$ cat src/sp_cfg.svh
// Serial port constants: register map, field positions, reset values
// Assumes inclusion by the design file and the bench top only
`ifndef SP_CFG_SVH
`define SP_CFG_SVH

// ----------------------------------------
// Register map
// ----------------------------------------
`define SP_ADDR_W      2
`define SP_ADDR_CTRL   2'h0
`define SP_ADDR_BUF    2'h1
`define SP_ADDR_PWR    2'h2

// ----------------------------------------
// Control and power register fields, reset byte
// ----------------------------------------
`define SP_CTRL_MODE_HI 7
`define SP_CTRL_MODE_LO 6
`define SP_CTRL_MP      5
`define SP_CTRL_REN     4
`define SP_CTRL_TB8     3
`define SP_CTRL_RB8     2
`define SP_CTRL_TXDONE  1
`define SP_CTRL_RXDONE  0
`define SP_PWR_DOUBLE   7
`define SP_RST_BYTE     8'h00

// ----------------------------------------
// Timing
// ----------------------------------------
`define SP_M0_HALF      6
`define SP_DIV_LAST     4'hf
`define SP_VOTE_S1      4'h7
`define SP_VOTE_S2      4'h8
`define SP_VOTE_S3      4'h9
`define SP_BITS_8       4'ha
`define SP_BITS_9       4'hb
`define SP_M0_LAST      3'h7

`endif

$ cat src/sp_pkg.sv
// Serial port types
// Assumes compilation before the modules that import it
package sp_pkg;
	typedef enum logic [1:0] {
		sp_mode_shift,
		sp_mode_uart8,
		sp_mode_uart9,
		sp_mode_uart9t
	} sp_mode_t;
endpackage

$ cat src/sp_serial.sv
// Serial port: shift-register mode and 10/11-bit asynchronous modes
// Assumes a register master on core_clk and a one-cycle timer-1
// overflow pulse from logic on the same clock
`timescale 1ns/1ps
`default_nettype none
`include "sp_cfg.svh"

module sp_serial
	import sp_pkg::*;
#(
	parameter int M0_HALF = `SP_M0_HALF
) (
	input  wire logic                  core_clk,
	input  wire logic                  srst,
	input  wire logic [`SP_ADDR_W-1:0] reg_addr,
	input  wire logic [7:0]            reg_wdata,
	input  wire logic                  reg_wr,
	input  wire logic                  reg_rd,
	output logic      [7:0]            reg_rdata,
	input  wire logic                  t1_ovf,
	input  wire logic                  rxd_in,
	output logic                       rxd_out,
	output logic                       rxd_oe_n,
	output logic                       txd_out,
	output logic                       serial_irq
);

	// ----------------------------------------
	// Register state
	// ----------------------------------------
	sp_mode_t    mode_ff;
	logic        mp_ff;
	logic        rx_en_ff;
	logic        tb8_ff;
	logic        rx_ninth_bit_ff;
	logic        tx_done_flag_ff;
	logic        rx_done_flag_ff;
	logic        baud_double_bit_ff;
	logic [7:0]  rx_buf_ff;
	logic [7:0]  rdata_ff;

	logic        wr_ctrl;
	logic        wr_buf;
	logic        wr_pwr;
	logic        async_mode;
	logic        nine_bit;

	assign wr_ctrl    = reg_wr && (reg_addr == `SP_ADDR_CTRL);
	assign wr_buf     = reg_wr && (reg_addr == `SP_ADDR_BUF);
	assign wr_pwr     = reg_wr && (reg_addr == `SP_ADDR_PWR);
	assign async_mode = (mode_ff != sp_mode_shift);
	assign nine_bit   = (mode_ff == sp_mode_uart9) ||
		(mode_ff == sp_mode_uart9t);

	// ----------------------------------------
	// Pin synchroniser
	// ----------------------------------------
	logic rxd_s1_ff;
	logic rxd_s2_ff;

	always_ff @(posedge core_clk) begin
		if (srst) begin
			rxd_s1_ff <= 1'b1;
			rxd_s2_ff <= 1'b1;
		end else begin
			rxd_s1_ff <= rxd_in;
			rxd_s2_ff <= rxd_s1_ff;
		end
	end

	// ----------------------------------------
	// Sixteen-times bit rate tick
	// ----------------------------------------
	logic [1:0] pre_ff;
	logic       t1_half_ff;
	logic       tick;

	always_ff @(posedge core_clk) begin
		if (srst) begin
			pre_ff     <= 2'h0;
			t1_half_ff <= 1'b0;
		end else begin
			pre_ff <= pre_ff + 2'h1;
			if (t1_ovf)
				t1_half_ff <= ~t1_half_ff;
		end
	end

	// sp_mode_uart9: oscillator /2 or /4 gives bit /32 or /64; other modes use timer-1 overflows
	always_comb begin
		if (mode_ff == sp_mode_uart9)
			tick = baud_double_bit_ff ? pre_ff[0] : (pre_ff == 2'h3);
		else
			tick = t1_ovf && (baud_double_bit_ff || t1_half_ff);
	end

	// ----------------------------------------
	// Asynchronous transmitter
	// ----------------------------------------
	logic [3:0]  tx_div_ff;
	logic        tx_roll;
	logic        tx_busy_ff;
	logic [3:0]  tx_cnt_ff;
	logic [10:0] tx_sh_ff;
	logic        tx_line_ff;
	logic        tx_last;
	logic        async_tx_done;

	assign tx_roll = tick && (tx_div_ff == `SP_DIV_LAST);
	assign tx_last = (tx_cnt_ff + 4'h1) ==
		(nine_bit ? `SP_BITS_9 : `SP_BITS_8);
	assign async_tx_done = tx_busy_ff && tx_roll && tx_last;

	always_ff @(posedge core_clk) begin
		if (srst)
			tx_div_ff <= 4'h0;
		else if (tick)
			tx_div_ff <= tx_div_ff + 4'h1;
	end

	always_ff @(posedge core_clk) begin
		if (srst) begin
			tx_busy_ff <= 1'b0;
			tx_cnt_ff  <= 4'h0;
			tx_sh_ff   <= 11'h7ff;
			tx_line_ff <= 1'b1;
		end else if (!tx_busy_ff) begin
			if (wr_buf && async_mode) begin
				tx_busy_ff <= 1'b1;
				tx_cnt_ff  <= 4'h0;
				// Start low, data LSB first, ninth, stop high
				tx_sh_ff <= {1'b1, nine_bit ? tb8_ff : 1'b1,
					reg_wdata, 1'b0};
			end
		end else if (tx_roll) begin
			tx_line_ff <= tx_sh_ff[0];
			tx_sh_ff   <= {1'b1, tx_sh_ff[10:1]};
			tx_cnt_ff  <= tx_cnt_ff + 4'h1;
			if (tx_last)
				tx_busy_ff <= 1'b0;
		end
	end

	// ----------------------------------------
	// Asynchronous receiver
	// ----------------------------------------
	logic [3:0] rx_div_ff;
	logic       rx_busy_ff;
	logic [3:0] rx_idx_ff;
	logic [1:0] rx_smp_ff;
	logic       rx_prev_ff;
	logic [8:0] rx_sh_ff;
	logic       rx_fall;
	logic       rx_vote_pt;
	logic       vote;
	logic       rx_final;
	logic       rx_accept;

	assign rx_fall = tick && !rx_busy_ff && rx_en_ff && async_mode &&
		rx_prev_ff && !rxd_s2_ff;
	assign rx_vote_pt = rx_busy_ff && tick && (rx_div_ff == `SP_VOTE_S3);
	assign vote = (rx_smp_ff[1] & rx_smp_ff[0]) |
		(rx_smp_ff[1] & rxd_s2_ff) | (rx_smp_ff[0] & rxd_s2_ff);
	assign rx_final = rx_vote_pt && ((rx_idx_ff + 4'h1) ==
		(nine_bit ? `SP_BITS_9 : `SP_BITS_8));
	assign rx_accept = rx_final && !rx_done_flag_ff &&
		(!mp_ff || vote);

	always_ff @(posedge core_clk) begin
		if (srst)
			rx_prev_ff <= 1'b1;
		else if (tick)
			rx_prev_ff <= rxd_s2_ff;
	end

	always_ff @(posedge core_clk) begin
		if (srst)
			rx_div_ff <= 4'h0;
		else if (rx_fall)
			rx_div_ff <= 4'h0;
		else if (tick)
			rx_div_ff <= rx_div_ff + 4'h1;
	end

	always_ff @(posedge core_clk) begin
		if (srst) begin
			rx_smp_ff <= 2'h0;
		end else if (rx_busy_ff && tick) begin
			if (rx_div_ff == `SP_VOTE_S1)
				rx_smp_ff[1] <= rxd_s2_ff;
			if (rx_div_ff == `SP_VOTE_S2)
				rx_smp_ff[0] <= rxd_s2_ff;
		end
	end

	always_ff @(posedge core_clk) begin
		if (srst) begin
			rx_busy_ff <= 1'b0;
			rx_idx_ff  <= 4'h0;
			rx_sh_ff   <= 9'h000;
		end else if (rx_fall) begin
			rx_busy_ff <= 1'b1;
			rx_idx_ff  <= 4'h0;
		end else if (rx_vote_pt) begin
			rx_idx_ff <= rx_idx_ff + 4'h1;
			if (rx_idx_ff == 4'h0 && vote)
				rx_busy_ff <= 1'b0;
			else if (rx_final)
				rx_busy_ff <= 1'b0;
			else if (rx_idx_ff != 4'h0)
				rx_sh_ff <= {vote, rx_sh_ff[8:1]};
		end
	end

	// ----------------------------------------
	// Shift-register mode engine
	// ----------------------------------------
	logic       m0_busy_ff;
	logic       m0_rx_ff;
	logic [7:0] m0_ph_ff;
	logic       m0_clk_ff;
	logic [2:0] m0_cnt_ff;
	logic [7:0] m0_sh_ff;
	logic       m0_edge;
	logic       m0_done;

	assign m0_edge = m0_busy_ff && (m0_ph_ff == 8'(M0_HALF - 1));
	assign m0_done = m0_edge && m0_clk_ff && (m0_cnt_ff == `SP_M0_LAST);

	always_ff @(posedge core_clk) begin
		if (srst) begin
			m0_busy_ff <= 1'b0;
			m0_rx_ff   <= 1'b0;
			m0_ph_ff   <= 8'h00;
			m0_clk_ff  <= 1'b1;
			m0_cnt_ff  <= 3'h0;
			m0_sh_ff   <= 8'h00;
		end else if (!m0_busy_ff) begin
			m0_ph_ff <= 8'h00;
			if (mode_ff == sp_mode_shift) begin
				if (wr_buf) begin
					m0_busy_ff <= 1'b1;
					m0_rx_ff   <= 1'b0;
					m0_cnt_ff  <= 3'h0;
					m0_sh_ff   <= reg_wdata;
					m0_clk_ff  <= 1'b0;
				end else if (rx_en_ff && !rx_done_flag_ff) begin
					m0_busy_ff <= 1'b1;
					m0_rx_ff   <= 1'b1;
					m0_cnt_ff  <= 3'h0;
					m0_clk_ff  <= 1'b0;
				end
			end
		end else if (!m0_edge) begin
			m0_ph_ff <= m0_ph_ff + 8'h01;
		end else begin
			m0_ph_ff <= 8'h00;
			if (!m0_clk_ff) begin
				m0_clk_ff <= 1'b1;
				if (m0_rx_ff)
					m0_sh_ff <= {rxd_s2_ff, m0_sh_ff[7:1]};
			end else if (m0_done) begin
				m0_busy_ff <= 1'b0;
			end else begin
				// Falling edge: next bit, partner shifts too
				m0_clk_ff <= 1'b0;
				m0_cnt_ff <= m0_cnt_ff + 3'h1;
				if (!m0_rx_ff)
					m0_sh_ff <= {1'b0, m0_sh_ff[7:1]};
			end
		end
	end

	// ----------------------------------------
	// Receive buffer and ninth bit
	// ----------------------------------------
	always_ff @(posedge core_clk) begin
		if (srst)
			rx_buf_ff <= `SP_RST_BYTE;
		else if (m0_done && m0_rx_ff)
			rx_buf_ff <= m0_sh_ff;
		else if (rx_accept)
			rx_buf_ff <= nine_bit ? rx_sh_ff[7:0] : rx_sh_ff[8:1];
	end

	always_ff @(posedge core_clk) begin
		if (srst)
			rx_ninth_bit_ff <= 1'b0;
		else if (rx_accept)
			rx_ninth_bit_ff <= nine_bit ? rx_sh_ff[8] : vote;
		else if (wr_ctrl)
			rx_ninth_bit_ff <= reg_wdata[`SP_CTRL_RB8];
	end

	// ----------------------------------------
	// Done flags: hardware set beats software clear
	// ----------------------------------------
	logic set_tx_done;
	logic set_rx_done;

	assign set_tx_done = async_tx_done || (m0_done && !m0_rx_ff);
	assign set_rx_done = rx_accept || (m0_done && m0_rx_ff);

	always_ff @(posedge core_clk) begin
		if (srst)
			tx_done_flag_ff <= 1'b0;
		else if (set_tx_done)
			tx_done_flag_ff <= 1'b1;
		else if (wr_ctrl)
			tx_done_flag_ff <= reg_wdata[`SP_CTRL_TXDONE];
	end

	always_ff @(posedge core_clk) begin
		if (srst)
			rx_done_flag_ff <= 1'b0;
		else if (set_rx_done)
			rx_done_flag_ff <= 1'b1;
		else if (wr_ctrl)
			rx_done_flag_ff <= reg_wdata[`SP_CTRL_RXDONE];
	end

	// ----------------------------------------
	// Control and power registers
	// ----------------------------------------
	always_ff @(posedge core_clk) begin
		if (srst) begin
			mode_ff  <= sp_mode_shift;
			mp_ff    <= 1'b0;
			rx_en_ff <= 1'b0;
			tb8_ff   <= 1'b0;
		end else if (wr_ctrl) begin
			mode_ff  <= sp_mode_t'(reg_wdata[`SP_CTRL_MODE_HI:
				`SP_CTRL_MODE_LO]);
			mp_ff    <= reg_wdata[`SP_CTRL_MP];
			rx_en_ff <= reg_wdata[`SP_CTRL_REN];
			tb8_ff   <= reg_wdata[`SP_CTRL_TB8];
		end
	end

	always_ff @(posedge core_clk) begin
		if (srst)
			baud_double_bit_ff <= 1'b0;
		else if (wr_pwr)
			baud_double_bit_ff <= reg_wdata[`SP_PWR_DOUBLE];
	end

	// ----------------------------------------
	// Read port, data one cycle after strobe
	// ----------------------------------------
	always_ff @(posedge core_clk) begin
		if (srst) begin
			rdata_ff <= 8'h00;
		end else if (reg_rd) begin
			unique case (reg_addr)
				`SP_ADDR_CTRL: rdata_ff <= {mode_ff, mp_ff, rx_en_ff,
					tb8_ff, rx_ninth_bit_ff, tx_done_flag_ff,
					rx_done_flag_ff};
				`SP_ADDR_BUF: rdata_ff <= rx_buf_ff;
				`SP_ADDR_PWR: rdata_ff <= {baud_double_bit_ff, 7'h00};
				default: rdata_ff <= 8'h00;
			endcase
		end else begin
			rdata_ff <= 8'h00;
		end
	end

	// ----------------------------------------
	// Outputs
	// ----------------------------------------
	assign reg_rdata  = rdata_ff;
	// Shift mode puts its clock on the transmit pin
	assign txd_out    = (mode_ff == sp_mode_shift) ? m0_clk_ff : tx_line_ff;
	assign rxd_out    = m0_sh_ff[0];
	assign rxd_oe_n   = !(m0_busy_ff && !m0_rx_ff);
	assign serial_irq = tx_done_flag_ff || rx_done_flag_ff;

	// ----------------------------------------
	// Checks
	// ----------------------------------------
	logic [3:0] chk_roll_ff;

	always_ff @(posedge core_clk) begin
		if (srst || (wr_buf && !tx_busy_ff))
			chk_roll_ff <= 4'h0;
		else if (tx_roll && tx_busy_ff)
			chk_roll_ff <= chk_roll_ff + 4'h1;
	end

	a_irq_flags: assert property (@(posedge core_clk) disable iff (srst)
		set_tx_done || set_rx_done |=> serial_irq)
		else $error("irq missing after flag set");
	a_m0_rx_gate: assert property (@(posedge core_clk) disable iff (srst)
		$rose(m0_busy_ff) && m0_rx_ff |-> $past(rx_en_ff && !rx_done_flag_ff))
		else $error("shift receive started while blocked");
	a_m0_halt: assert property (@(posedge core_clk) disable iff (srst)
		m0_done && m0_rx_ff |=> rx_done_flag_ff && !m0_busy_ff)
		else $error("shift receive did not halt");
	a_m0_tx_flag: assert property (@(posedge core_clk) disable iff (srst)
		$rose(tx_done_flag_ff) && mode_ff == sp_mode_shift &&
		!$past(wr_ctrl) && !$past(tx_busy_ff) |->
		$past(m0_clk_ff) && $past(m0_cnt_ff) == 3'h7)
		else $error("shift transmit flag early");
	a_tx_on_roll: assert property (@(posedge core_clk) disable iff (srst)
		$changed(tx_line_ff) |-> $past(tx_roll))
		else $error("tx pin changed off rollover");
	a_tx_done_cnt: assert property (@(posedge core_clk)
		disable iff (srst)
		$past(async_tx_done) |->
		chk_roll_ff == (nine_bit ? `SP_BITS_9 : `SP_BITS_8))
		else $error("tx flag at wrong rollover");
	a_rx_edge_rst: assert property (@(posedge core_clk)
		disable iff (srst)
		rx_fall |=> rx_div_ff == 4'h0 && rx_busy_ff)
		else $error("edge did not reset counter");
	a_rx_abort: assert property (@(posedge core_clk) disable iff (srst)
		rx_vote_pt && rx_idx_ff == 4'h0 && vote |=> !rx_busy_ff)
		else $error("bad start not aborted");
	a_rx_start_en: assert property (@(posedge core_clk)
		disable iff (srst)
		$rose(rx_busy_ff) |-> $past(rx_en_ff) && !$past(rxd_s2_ff))
		else $error("receive started without enable");
	a_rx_load: assert property (@(posedge core_clk) disable iff (srst)
		$rose(rx_done_flag_ff) && async_mode && !$past(wr_ctrl) |->
		!$past(rx_done_flag_ff) && ($past(!mp_ff) || $past(vote)))
		else $error("receive load without condition");

	c_m0_rx: cover property (@(posedge core_clk) m0_done && m0_rx_ff);
	c_tx_frame: cover property (@(posedge core_clk) async_tx_done);
	c_rx_frame: cover property (@(posedge core_clk) rx_accept);
	c_rx_abort: cover property (@(posedge core_clk)
		rx_vote_pt && rx_idx_ff == 4'h0 && vote);

endmodule // sp_serial

`default_nettype wire

$ cat config.mk
export PLATFORM = sky130hd
export DESIGN_NAME = sp_serial
export DESIGN_NICKNAME = d
export VERILOG_FILES = /design/src/sp_pkg.sv /design/src/sp_serial.sv
export VERILOG_INCLUDE_DIRS = /design/src /design/src/src
export SDC_FILE = /design/constraint.sdc
export NUM_CORES = 1
export LEC_CHECK = 0
export BUFFER_PORTS_ARGS = -buffer_cell sky130_fd_sc_hd__buf_2
export CAP_MARGIN = 5
export CORE_ASPECT_RATIO = 2
export CORE_UTILIZATION = 55
export CTS_BUF_LIST = sky130_fd_sc_hd__clkbuf_2 sky130_fd_sc_hd__clkbuf_4 sky130_fd_sc_hd__clkbuf_8
export CTS_CLUSTER_SIZE = 24
export DETAILED_ROUTE_END_ITERATION = 8
export PLACE_DENSITY = 0.85
export SETUP_SLACK_MARGIN = 0.02
export SLEW_MARGIN = 10
export SYNTH_ARGS = -nofsm -noshare
export SYNTH_HDL_FRONTEND = slang
export SYNTH_SLANG_ARGS = --single-unit
$ cat constraint.sdc
create_clock -name core_clk -period 4.9 [get_ports core_clk]
set_input_delay 0 -clock core_clk [delete_from_list [all_inputs] [get_ports core_clk]]
set_output_delay 0 -clock core_clk [all_outputs]
set_load 0.01 [all_outputs]
==> results.ini, run 1 <==
[run_status]
status=completed

[pwr]
clkPwrFrac_pct=34.9
pwr-share-comb_pct=8.7
switchingPower_uw=353
max-vdd-ir-drop_mv=0.208
seq_power_share_pct=56.5
p_int_mw=1.07
total_power_mw=1.42
p_leak_nw=1.91
powerDensity_nw_per_um2=289
swShare_pct=24.9

[logic_synthesis]
synth_edf_count=0
synth.top_cells.by_count=dfxtp_1, nor2_1, mux2i_1, nand2b_1, nand2_1
ys_seq_area_share_pct=41.7
synth.avg_cell_area_um2=9.31
yosysTopAreaCellShare_pct=41.7
yosysWarningCount=0
synth_cells=480
synth_area_leader_cell=dfxtp_1
ys_types=52
netlist_area_um2=4470
async_flop_share_pct=0
synthTopCellsByArea=dfxtp_1, mux2i_1, nor2_1, ha_1, nand2b_1
synthesis.nets=508
yosysMostFrequentCell=dfxtp_1
ys_ff_latch=93
synthFlopType=dfxtp_1

[place]
place_area_um2=4640
gp_congestion=0.862
io_buffers=27
hpwl_um=7430

[timing]
period_share_pct=59.6
rsz0062_at_grt=no
final-setup-viol-count=0
finalMaxSlewViolations=0
hold_viol=0
min_period_ns=2.92
timing.fmax_mhz=342
max_slew_margin_pct=20.6
fin_setup_tns_ns=0
clock_skew_ns=0.0107
worstMarginPinSlew_ns=1.19

[route]
drtIter0Drc=166
antenna_left=0
vias_per_cell=5.85
wl_per_cell_um=16.6
drt_wl_total_um=9990
dr_total_vias=3525
drc_errors=0
dr.pass1.iters=5

[worst_setup_path]
worstPathRequired_ns=5.19
crit_buf_inv=1
critPathMaxFanout=16
max_stage_delay_ns=0.97
critPathKind=reg -> reg
cp_slowest_cell=a31oi_1
r2r-start=mode_ff[1]
reg2reg_slack_ns=1.98
crit_family=compound AO/OA/AOI/OAI gates
crit_path_end_kind=register
cp.arrival_ns=3.22
crit_start=mode_ff[1]
worstPathCellList=nand2b_4 -> mux2i_1 -> buf_4 -> and3_1 -> a31oi_1 -> mux2i_1
cp_common_cell=mux2i_1
cp-start-kind=register

[clock_network]
cts_setup_buffers=0
clkSlewWorstSetupHoldPaths_ns=0.09
clk_latency_ns=0.38
cts.path.max_buffers=2
cts_sinks=93
cts_tree=built
cts_buffers=9
clockRootBuffer=clkbuf_8
cts_max_level=3

[global_routing]
antenna_found_initial=0
grt_overflow=0
track_usage_pct=25.2
grt_pass1_wl_um=16200
grt_pass1_vias=3467
grt_max_degree=53

[layout]
drive_gt1_share_pct=13.6
fin_area_um2=4910
syn_to_final_growth_pct=9.80
n_antenna_cell=0
layout.nets=531

[floorplanning]
die_w_um=65.7
ioPinCount=28
rows=46
die_y_um=129
core_area_um2=7890
start_util_pct=56.7
die_area_um2=8510

[flow_run]
maxCapViolations=0

[min_path]
hp-class=in -> reg
holdCritStartpoint=srst

## state kept, by name (all words and copies together) (netlist names), 2 cells and up
name       flops
rx_div_ff      4
tx_cnt_ff      4
rx_idx_ff      4
tx_div_ff      4
rx_sh_ff       9
m0_sh_ff       8
rx_smp_ff      2
pre_ff         2
m0_cnt_ff      3
rx_buf_ff      8
m0_ph_ff       8
reg_rdata      8
tx_sh_ff      10
mode_ff        2
## placed cells by master (no fill, tap or decap), types with 3 or more instances in the layout
master,n
nand4_1,4
nor3_1,14
or2_2,4
nor2_1,75
clkbuf_8,9
nand3_1,13
ha_1,12
and3b_1,3
nand2b_1,21
xor2_1,11
dlygate4sd3_1,8
a211o_1,9
buf_2,27
xnor2_1,7
nor3_2,3
inv_1,9
a2111oi_2,6
clkinv_2,3
dfxtp_1,93
a211oi_1,9
or3_1,4
a21oi_1,13
and2_1,3
nor2b_1,16
mux2i_1,57
nand2_1,17
and3_1,3
a31oi_1,4
o21ai_0,8
buf_4,5
nand3b_1,7
## layer usage
metal	GRT usage, %	part of all wire, %	vias up
li1	-	-	1727
met1	25.0	37	1656
met2	44.0	52	93
met3	4.84	3.5	49
met4	20.6	6.8	0
met5	0	0	-
## stage by stage
stage	std cells	hold slack (ns)	setup WS [ns]	utilization, %
3_5_place_dp	580	0.185	1.99	58.9
6_report	603	0.0246	1.98	62.2
5_1_grt	603	0.0454	1.83	62.2
4_1_cts	603	0.0144	1.97	62.2
3_3_place_gp	580	0.191	2.14	58.9
2_1_floorplan	480	0.104	3.10	-
## power groups by stage
stage / sequential (mW) / clock, mW / combinational, mW
2_1_floorplan: 0.805 / 0 / 0.0929
3_3_place_gp: 0.817 / 0 / 0.112
3_5_place_dp: 0.818 / 0 / 0.117
4_1_cts: 0.800 / 0.501 / 0.122
5_1_grt: 0.804 / 0.529 / 0.135
6_report: 0.801 / 0.495 / 0.123
## final timing paths
check / cells past startpoint / to
worst max-delay path: 6 / rx_buf_ff[5]
worst min-delay path: 2 / m0_cnt_ff[0]
worst max register to register: 6 / rx_buf_ff[5]
worst min register to register: 1 / rxd_s2_ff
## timing repair
item                      4_1_cts  5_1_grt
resized for setup               0        0
hold endpoints to repair       11        0
hold buffers                    8        0
## worst register-to-register path, cell delays in order (launching register included)
cell	delay [ns]
dfxtp_1	0.86
nand2b_4	0.10
mux2i_1	0.15
buf_4	0.20
and3_1	0.27
a31oi_1	0.97
mux2i_1	0.30
## kinds of logic (layout without fill, tap and decap cells)
group,after synthesis,in the layout,synth area share [%]
and+or+nand+nor,197,197,23.4
AOI/OAI and AO/OA,62,62,10.8
DFF,93,93,41.7
buffers and inverters,37,64,3.42
adders and majority gates,13,13,3.58
xor gates and xnor gates,18,18,3.53
muxes,60,60,13.6
## cell type report
type                       count  area, µm²
fill                         640       2980
multi-input combinational    350       2450
sequential                    93       1860
timing repair buffer          40        253
clock buffer                  10        131
tap                           96        120
clock inverter                 5       52.6
inverter                       9       33.8
Power figures use the tool's default switching activity.
==> run 2: changes to the inputs <==
clock period = 3.02 ns   (was 4.9 ns; I/O delays follow)
==> run 2 against run 1 <==
- sequential cell count is the same
- register-to-register slack got worse by 1.3 ns
- non-clock buffer count rose by 4
- clock skew about the same
- maximum frequency is 25% higher
- clock-buffer cell count increased by 2
- clock power increased by 89%
- combinational power up 75%
==> results.ini, run 2 (synthesized netlist as in run 1, its figures left out) <==
[floorplanning]
rows=46
die_w_um=65.7
ioPinCount=28
start_util_pct=56.7
die_area_um2=8510
die_y_um=129
core_area_um2=7890

[flow_run]
maxCapViolations=0

[clock_network]
clockRootBuffer=clkbuf_8
cts_setup_buffers=0
cts.path.max_buffers=2
cts_buffers=9
cts_sinks=93
clkSlewWorstSetupHoldPaths_ns=0.09
clk_latency_ns=0.37
ctsResizeCount=0
cts_tree=built
cts_max_level=3
cts_hold_repair.buffers=8

[worst_setup_path]
critPathKind=reg -> reg
max_stage_delay_ns=0.96
r2r-start=pre_ff[0]
cp_slowest_cell=a31oi_1
reg2reg_to=rx_buf_ff[5]
critPathMaxFanout=9
cp_common_cell=mux2i_1
reg2reg_slack_ns=0.68
crit_family=compound AO/OA/AOI/OAI gates
cp.arrival_ns=2.63
worstPathRequired_ns=3.31
crit_buf_inv=0
reg2regPathDepth=6
worstPathCellList=ha_1 -> mux2i_1 -> mux2i_1 -> and3_1 -> a31oi_1 -> mux2i_1
crit_path_end_kind=register
cp-start-kind=register

[pwr]
max-vdd-ir-drop_mv=0.273
powerDensity_nw_per_um2=490
p_leak_nw=1.96

[route]
antenna_left=0
wl_per_cell_um=16.5
drc_errors=0
dr_total_vias=3575
drtIter0Drc=207
vias_per_cell=5.88
drt_wl_total_um=10000
dr.pass1.iters=5

[timing]
final-setup-viol-count=0
finalMaxSlewViolations=0
period_share_pct=77.4
timing.fmax_mhz=428
hold_viol=0
worstMarginPinSlew_ns=1.22
layout_setup_ws_ns=0.683
fin_setup_tns_ns=0
rsz0062_at_grt=no
max_slew_margin_pct=18.5
hold-worst-slack_ns=0.0342
clock_skew_ns=0.0112
min_period_ns=2.34

[min_path]
holdCritStartpoint=reg_wdata[0]
hold_path_end=rx_done_flag_ff
hp-class=in -> reg
holdPathStages=3

[global_routing]
track_usage_pct=25.3
grt_overflow=0
grt_pass1_vias=3466
antenna_found_initial=0
grt_max_degree=58
grt_pass1_wl_um=16200

[run_status]
status=completed

[place]
place_ws_ns=0.686
gp_congestion=0.890
dpl.cell_count=584
hpwl_um=7430
io_buffers=27

[layout]
finish.utilization_pct=63.2
instances_no_fill=608
syn_to_final_growth_pct=11.5
largest_register_ffs=10
top_register=tx_sh_ff
final_cell_mix=dfxtp_1, nor2_1, mux2i_1
drive_gt1_share_pct=14.5
layout_commonest_cell=dfxtp_1
layout.nets=535
n_antenna_cell=0
largestRegisters=tx_sh_ff (10), rx_sh_ff (9)

-- run 2: metal layers --
metal  share of wire (%)  GRT usage (%)  routed length [µm]
met1                  38           25.5                3780
met2                  52           42.9                5250
met3                 3.2           5.02                 323
met4                 6.7           22.0                 670
met5                   0              0                   0
-- run 2: layout make-up --
class	count	area, µm²
repair buffers	44	283
well taps	96	120
inverters	9	33.8
clock inverters	4	70.1
fillers	649	2900
flip-flops and latches	93	1860
clock buffers	12	159
multi-input cells	350	2450
-- run 2: worst max path at each step --
stage	from	endpoint	slack, ns	cells past startpoint
after floorplan	m0_cnt_ff[0]	rx_buf_ff[5]	1.22	8
after global placement	pre_ff[0]	rx_buf_ff[5]	0.80	6
after detailed placement	pre_ff[0]	rx_buf_ff[7]	0.69	6
after CTS	pre_ff[0]	rx_buf_ff[2]	0.68	6
after global routing	pre_ff[0]	rx_buf_ff[5]	0.50	6
final	pre_ff[0]	rx_buf_ff[5]	0.68	6
-- run 2: report_power, final --
group          switching (mW)  internal, mW
Combinational           0.123        0.0922
Clock                   0.420         0.518
Sequential             0.0311          1.26
Total                   0.574          1.87
-- run 2: worst reg2reg max path: stages, from the launching register on --
cell,delay [ns]
dfxtp_1,0.34
ha_1,0.20
mux2i_1,0.17
mux2i_1,0.11
and3_1,0.19
a31oi_1,0.96
mux2i_1,0.29
-- run 2: metrics by stage --
| stage | power, mW | area, µm² |
|---|---|---|
| 5_1_grt | 2.53 | 4980 |
| 6_report | 2.44 | 4980 |
| 3_3_place_gp | 1.51 | 4670 |
| 2_1_floorplan | 1.46 | 4470 |
| 4_1_cts | 2.45 | 4980 |
| 3_5_place_dp | 1.52 | 4670 |
